## config.mk

```make
export PLATFORM = sky130hd
export DESIGN_NAME = aer_collector
export DESIGN_NICKNAME = d
export VERILOG_FILES = /design/src/rtl/aer_pkg.sv /design/src/rtl/aer_collector.sv
export SDC_FILE = /design/constraint.sdc
export NUM_CORES = 1
export LEC_CHECK = 0
export BUFFER_PORTS_ARGS = -buffer_cell sky130_fd_sc_hd__buf_2
export CAP_MARGIN = 25
export CORE_UTILIZATION = 50
export DETAILED_ROUTE_END_ITERATION = 8
export GPL_ROUTABILITY_DRIVEN = 0
export PLACE_DENSITY_LB_ADDON = 0.25
export SYNTH_ARGS = -nofsm -noshare
export SYNTH_HDL_FRONTEND = slang
export SYNTH_SLANG_ARGS = --single-unit
export TNS_END_PERCENT = 20
```

## constraint.sdc

```tcl
create_clock -name sys_clk -period 2.9 [get_ports sys_clk]
set_clock_uncertainty 0.2 [all_clocks]
set_input_delay 0.58 -clock sys_clk [delete_from_list [all_inputs] [get_ports sys_clk]]
set_output_delay 0.58 -clock sys_clk [all_outputs]
set_load 0.01 [all_outputs]
```

## src/rtl/aer_pkg.sv

```systemverilog
package aer_pkg;
  localparam logic [15:0] EVT_REQ_ADDR = 16'h0220;
  localparam logic [15:0] EVT_MASK_ADDR = 16'h0204;
  localparam logic [31:0] EVT_MASK_RESET = 32'h00ff_ff0f;
  localparam logic [15:0] CTRL_ADDR = 16'h0120;
  localparam int CTRL_LANE = 1;
  localparam logic [15:0] LATCH_TIME_LO = 16'h09b0;
  localparam logic [15:0] LATCH_TIME_HI = 16'h09cc;
  localparam logic [15:0] SYNC_STAT_ADDR = 16'h098c;
  localparam int SYNC_PULSE_ZERO_LANE = 2;
  localparam int SYNC_PULSE_ONE_LANE = 3;
  localparam logic [8:0] BM_REGION = 9'h010;
  localparam int BM_ACT_LANE = 2;
  localparam logic [15:0] NV_CTRL_ADDR = 16'h0500;
  localparam int NV_CMD_LANE = 3;
  localparam logic [15:0] WD_STAT_ADDR = 16'h0440;
  localparam int WD_LANE = 0;
  localparam int EV_CTRL = 0;
  localparam int EV_LATCH = 1;
  localparam int EV_SYNC_PULSE_ZERO = 2;
  localparam int EV_SYNC_PULSE_ONE = 3;
  localparam int EV_BM = 4;
  localparam int EV_NV = 5;
  localparam int EV_WD = 6;
  localparam int EV_BITS = 7;
  localparam logic [6:0] EV_RESET = 7'h00;
endpackage : aer_pkg

```

## src/rtl/aer_collector.sv

```systemverilog
`timescale 1ns/10ps
module aer_collector
  import aer_pkg::*;
#(
  parameter int DATA_W = 32
) (
  // Clock and reset.
  input wire logic sys_clk,
  input wire logic sys_rst,
  // Host interface register access, byte address of a 32-bit word.
  input wire logic [15:0] hif_addr,
  input wire logic [3:0] hif_be,
  input wire logic hif_rd,
  input wire logic hif_wr,
  input wire logic [DATA_W-1:0] hif_wdata,
  output logic [DATA_W-1:0] hif_rdata,
  output logic hif_rvalid,
  // Event sources.
  input wire logic ctrl_written,
  input wire logic latch_change,
  input wire logic latch_host_ctrl,
  input wire logic sync_pulse_zero,
  input wire logic sync_pulse_one,
  input wire logic sync_zero_map,
  input wire logic sync_one_map,
  input wire logic bm_act_change,
  input wire logic nv_cmd_request,
  input wire logic pd_wd_expired,
  // Request flags and host interrupt.
  output logic [EV_BITS-1:0] event_req,
  output logic host_irq
);

  if (DATA_W != 32) begin : g_bad_width
    $error("aer_collector serves a 32-bit data path only.");
  end

  typedef struct packed {
    logic [EV_BITS-1:0] ev;
    logic [31:0] mask;
    logic [31:0] rdata;
    logic rvalid;
    logic irq;
  } aer_state_t;

  aer_state_t s_q;
  aer_state_t s_d;
  logic [15:0] waddr;
  logic [EV_BITS-1:0] set_ev;
  logic [EV_BITS-1:0] clr_ev;
  logic [31:0] req_word;
  logic [EV_BITS-1:0] ev_next;

  assign waddr = {hif_addr[15:2], 2'b00};

  always_comb begin
    set_ev = '0;
    clr_ev = '0;
    set_ev[EV_CTRL] = ctrl_written;
    // A latch unit under network control never reports here.
    set_ev[EV_LATCH] = latch_change & latch_host_ctrl;
    set_ev[EV_SYNC_PULSE_ZERO] = sync_pulse_zero & sync_zero_map;
    set_ev[EV_SYNC_PULSE_ONE] = sync_pulse_one & sync_one_map;
    set_ev[EV_BM] = bm_act_change;
    set_ev[EV_NV] = nv_cmd_request;
    set_ev[EV_WD] = pd_wd_expired;
    clr_ev[EV_CTRL] = hif_rd && waddr == CTRL_ADDR && hif_be[CTRL_LANE];
    clr_ev[EV_LATCH] = hif_rd && waddr >= LATCH_TIME_LO
                       && waddr <= LATCH_TIME_HI;
    clr_ev[EV_SYNC_PULSE_ZERO] = hif_rd && waddr == SYNC_STAT_ADDR
                       && hif_be[SYNC_PULSE_ZERO_LANE];
    clr_ev[EV_SYNC_PULSE_ONE] = hif_rd && waddr == SYNC_STAT_ADDR
                       && hif_be[SYNC_PULSE_ONE_LANE];
    // Each channel keeps its activation byte at offset 6 of an eight-byte
    // slot, so one decode of the region and address bit 2 covers them all.
    clr_ev[EV_BM] = hif_rd && hif_addr[15:7] == BM_REGION && hif_addr[2]
                    && hif_be[BM_ACT_LANE];
    clr_ev[EV_NV] = hif_wr && waddr == NV_CTRL_ADDR
                    && hif_be[NV_CMD_LANE];
    clr_ev[EV_WD] = hif_rd && waddr == WD_STAT_ADDR && hif_be[WD_LANE];
  end

  // Set wins over clear so an event landing on the clearing read survives.
  // Writes to the request word are not decoded at all.
  assign ev_next = (s_q.ev & ~clr_ev) | set_ev;
  assign req_word = {{(32-EV_BITS){1'b0}}, s_q.ev};

  always_comb begin
    s_d = s_q;
    s_d.ev = ev_next;
    s_d.rvalid = hif_rd;
    // Apart from bit 5 of the request word, which a write to NV_CTRL_ADDR clears, the mask is the only word a host write may change.
    if (hif_wr && waddr == EVT_MASK_ADDR) begin
      for (int b = 0; b < 4; b++) begin
        if (hif_be[b]) begin
          s_d.mask[8*b +: 8] = hif_wdata[8*b +: 8];
        end
      end
    end
    // Read data holds between reads, so a slow host may still pick it up
    // after the valid pulse has gone.
    if (hif_rd) begin
      if (waddr == EVT_REQ_ADDR) begin
        s_d.rdata = req_word;
      end else if (waddr == EVT_MASK_ADDR) begin
        s_d.rdata = s_q.mask;
      end else begin
        s_d.rdata = '0;
      end
    end
    // The interrupt follows the flags that will stand next cycle.
    s_d.irq = |({{(32-EV_BITS){1'b0}}, ev_next} & s_d.mask);
  end

  always_ff @(posedge sys_clk) begin
    if (sys_rst) begin
      s_q.ev <= EV_RESET;
      s_q.mask <= EVT_MASK_RESET;
      s_q.rdata <= '0;
      s_q.rvalid <= 1'b0;
      s_q.irq <= 1'b0;
    end else begin
      s_q <= s_d;
    end
  end

  assign hif_rdata = s_q.rdata;
  assign hif_rvalid = s_q.rvalid;
  assign event_req = s_q.ev;
  assign host_irq = s_q.irq;
endmodule : aer_collector

```

==> flow_summary.ini, run 1 <==
[status]
status = finished clean

[timing]
maxSlewHeadroom_pct = 60.2
holdWs_ps = 252
fin_crit_sh_pct = 88.5
rsz0062_at_grt = no
hold_viol = 0
fmax_mhz = 390
worstMarginPinSlew_ps = 597
drv_slew = 0
setup_viol = 0
finalSetupTns_ps = 0
period_minus_slack_ps = 2570

[synthesis]
yosysTopAreaCellShare_pct = 44.6
ys_seq_area_share_pct = 44.6
netlist_top_cells_area = dfxtp_1 (45%), buf_4 (8.9%), nand2b_1 (5.9%)
synth_common_cells = dfxtp_1 (73), buf_4 (39), nand2_1 (33)
yosys_warnings = 0
synth-edff-count = 0
synth_nets = 436
syn_inst = 370
yosysUniqueCellTypes = 41
yosysTopAreaCell = dfxtp_1
synth.most_common_cell = dfxtp_1
ys.flop_type = dfxtp_1
synth-seq-cells = 73
async_reset_ff_share_pct = 0
synth_xor_area_share_pct = 0
synth_area_um2 = 3280
synth.mux.area_fraction_pct = 4.93
synth_compound_area_share_pct = 10.0
synthAdderAreaFrac_pct = 0
avgSynthCellArea_um2 = 8.86
synth_top_family_by_area = simple AND/OR/NAND/NOR gates
synth-simple-area-share_pct = 28.7

[route]
drc_errors = 0
drtIter0Drc = 111
viasPerCell = 5.18
first_pass_iters = 4
finalWirelength_mm = 7.21
antenna_left = 0
wl_per_cell_um = 13.9
vias = 2678

[clock_tree]
cts_root_buf = clkbuf_8
clk_pin_slew_ps = 80
cts_buffers = 9
clock_path_buffers = 2
post_cts_resized = 0
postCtsHoldBufs = 0
cts.sinks = 73
cts_setup_buffers = 0
cts_tree = done
clock_latency_ps = 330
cts_htree_levels = 3

[floorplan]
dieArea_um2 = 6880
initial_utilization_pct = 51.6
std_cell_rows = 29
io_pins = 107
die_width_um = 83.0
chipHeight_um = 83.0
core_um2 = 6350

[global_routing]
grt_first_pass_wirelength_mm = 12.0
gr-total-overflow = 0
antenna_found_initial = 0
grt_start_max_net_pins = 67
grt_usage_pct = 21.5
grt_pass1_vias = 2599

[critical_path]
cp_max_fo = 9
crit_arrival_ps = 2580
r2r_slack_ps = 1380
end_kind = flop
crit_required_ps = 2920
crit_type = input port to flop
startpoint_type = input port

[final_layout]
syn_to_final_growth_pct = 16.5
drive_gt1_share_pct = 31.1
nNetsFinal = 502
antenna_cells = 0

[power_and_ir_drop]
p_leak_uw = 0.00168
powerDensity_nw_per_um2 = 535
power.total_uw = 2040
peakVddDrop_mv = 0.328

[placement]
hpwl_mm = 5.08
numPortBuffers = 104

[worst_hold_path]
hp-class = input port to flop

[job]
drv_cap = 0
==> state kept, by name (all words and copies together) (netlist names) <==
signal and cells:
hif_rdata 32, s_q 32, event_req 7, hif_rvalid 1, host_irq 1
==> cells in the final DEF (no fill, tap or decap), types with 10 or more instances in the layout <==
cell type	n
a21oi_1	27
buf_2	104
buf_4	12
clkbuf_8	10
dfxtp_1	73
mux2i_1	15
nand2_1	33
nand2b_1	31
nand3_1	31
nand3b_1	18
nor2_1	29
==> final timing paths <==
kind | to | startpoint | cells past startpoint
setup / recovery | s_q[43] | hif_addr[13] | 7
hold / removal | s_q[47] | hif_wdata[13] | 3
setup reg to reg | host_irq | event_req[1] | 5
hold reg to reg | hif_rdata[12] | hif_rdata[12] | 2
==> cell type report <==
class,instances,area [µm²]
sequential,73,1460
timing repair buffer,116,611
tap,77,96.3
multi-input combinational,236,1430
clock buffer,10,138
clock inverter,5,80.1
fill,597,2530
==> report_power, final <==
group	leakage [µW]	internal, µW	switching [µW]
combinational	0.000984	73.3	79.4
sequential	0.000593	1020	10.9
clock	0.000104	501	361
==> per-layer routing <==
metal | part of all wire, % | global-route usage (%) | vias up
met3 | 5.1 | 5.17 | 7
met1 | 47 | 27.9 | 1236
met2 | 47 | 35.1 | 69
met5 | 0 | 0 | -
li1 | - | - | 1366
met4 | 1.1 | 7.05 | 0
==> through the flow <==
stage	cells	utilization [%]	worst slack [ps]	area [µm²]
floorplan	370	-	173	3280
global placement	502	56.7	4.98	3600
detailed placement	502	56.7	-0.854	3600
CTS	517	60.1	310	3820
global route	517	60.1	143	3820
finish	517	60.1	334	3820
==> logic make-up (layout without fill, tap and decap cells) <==
family                 Yosys count  in the layout
AO/OA/AOI/OAI                   52             52
buffers and inverters           61            131
flip-flops                      73             73
multiplexers                    16             16
AND/OR/NAND/NOR                168            168
==> critical path, cell delays in order <==
cell and delay (ps):
buf_2 90, or4_1 600, buf_4 210, nor4_4 450, nand3_1 380, nand2_1 180
nand3b_1 80
Note: power is estimated with default switching activity, not from simulation.
==> run 2, diff against run 1 <==
Settings changed: CORE_UTILIZATION 50 to 54.
Clock period 2.9 ns to 3.28 ns, I/O delays scaled along.
==> run 2 against run 1 <==
  * Register-to-register slack improved by 370 ps
  * Wire length fell by 2.0%
  * Count of clock-buffer cells in the layout rose by 3
  * Sequential power down 12%
  * Core utilization rose by 3.7 points
  * Setup slack better by 210 ps
  * Critical endpoint is now host_irq
==> flow_summary.ini, run 2 (synthesis results as in run 1) <==
[floorplan]
std_cell_rows = 28
core_um2 = 5890
initial_utilization_pct = 55.7
die_width_um = 79.9
chipHeight_um = 79.9
io_pins = 107
dieArea_um2 = 6380

[global_routing]
gr-total-overflow = 0
grt_pass1_vias = 2481
grt_first_pass_wirelength_mm = 11.5
antenna_found_initial = 0
grt_start_max_net_pins = 68
grt_usage_pct = 23.6

[clock_tree]
cts.sinks = 73
clock_path_buffers = 2
clk_pin_slew_ps = 70
clock_latency_ps = 330
cts_buffers = 9
postCtsHoldBufs = 0
cts_root_buf = clkbuf_8
post_cts_resized = 0
cts_setup_buffers = 0
cts_tree = done
cts_htree_levels = 3

[final_layout]
stdcell_count = 510
multi_input_area_um2 = 1430
final_common_cell = buf_2
nNetsFinal = 497
syn_to_final_growth_pct = 14.5
drive_gt1_share_pct = 30.1
layout_common_cells = buf_2 (104), dfxtp_1 (73), nand2_1 (33)
antenna_cells = 0
n_fill_cell = 557
register_area_um2 = 1460
design_area_um2 = 3750

[power_and_ir_drop]
p_leak_uw = 0.00165
peakVddDrop_mv = 0.269
powerDensity_nw_per_um2 = 448

[status]
status = finished clean

[timing]
worstMarginPinSlew_ps = 635
fmax_mhz = 366
rsz0062_at_grt = no
hold_viol = 0
drv_slew = 0
maxSlewHeadroom_pct = 57.7
holdWs_ps = 264
fin_crit_sh_pct = 83.3
setup_viol = 0
period_minus_slack_ps = 2730
finalSetupTns_ps = 0

[route]
viasPerCell = 5.25
antenna_left = 0
vias = 2678
wl_per_cell_um = 13.9
drc_errors = 0
first_pass_iters = 4
finalWirelength_mm = 7.07
drtIter0Drc = 112

[critical_path]
end_kind = flop
crit_arrival_ps = 2720
crit_buf_inv = 2
crit_required_ps = 3270
cp_max_fo = 8
startpoint_type = input port
cp_top_family = simple AND/OR/NAND/NOR gates
critPathSlowestCell = or4_1
critPathMaxStageDelay_ps = 730
crit_type = input port to flop
critical_path.cell_chain = buf_2 -> or4_1 -> nor4_4 -> buf_4 -> mux2_1 -> a2bb2oi_1 -> a31oi_1

[placement]
hpwl_mm = 4.95
numPortBuffers = 104
dpl_cell_area_um2 = 3570
numPlacedInstances = 495

[job]
drv_cap = 0

[worst_hold_path]
hp-class = flop to flop
[run 2: routing by layer]
metal | up-vias | share of wire, % | routed length (µm) | track usage [%]
li1 | 1358 | - | - | -
met1 | 1230 | 46 | 3270 | 30.0
met2 | 72 | 46 | 3250 | 37.6
met3 | 18 | 5.1 | 360 | 5.60
met4 | 0 | 2.7 | 189 | 11.1
met5 | - | 0 | 0 | 0
[run 2: stage by stage]
| stage | power [µW] | setup slack (ps) | util, % |
|---|---|---|---|
| final | 1680 | 547 | 63.8 |
| after global routing | 1760 | 438 | 63.8 |
| after CTS | 1690 | 568 | 63.8 |
| after global placement | 1060 | 261 | 60.7 |
| after floorplan | 1010 | 477 | - |
| after detailed placement | 1060 | 212 | 60.7 |
[run 2: path summary, 6_finish.rpt]
kind              cells past startpoint      endpoint  slack (ps)          from
setup / recovery                      7      host_irq         550  hif_addr[13]
hold / removal                        2  hif_rdata[9]         260  hif_rdata[9]
setup reg to reg                      5      host_irq        1750  event_req[1]
hold reg to reg                       2  hif_rdata[9]         260  hif_rdata[9]
[run 2: layout make-up]
cell class / count / area share, %
clock buffers: 13 / 4.50
multi-input cells: 236 / 38.1
repair buffers: 111 / 15.6
clock inverters: 2 / 0.333
well taps: 75 / 2.50
flip-flops and latches: 73 / 38.9
[run 2: where the power goes]
| group | total [µW] | leakage [µW] | internal, µW | switching [µW] |
|---|---|---|---|---|
| logic | 134 | 0.000963 | 64.1 | 70.3 |
| clock network | 639 | 0.0000915 | 332 | 307 |
| registers | 908 | 0.000593 | 899 | 9.18 |
[run 2: tightest hold or removal path, delay by kind of cell, from the launching register on]
family,cells,cell delay (ps)
compound gates,1,50
flops,1,310
simple gates,1,60
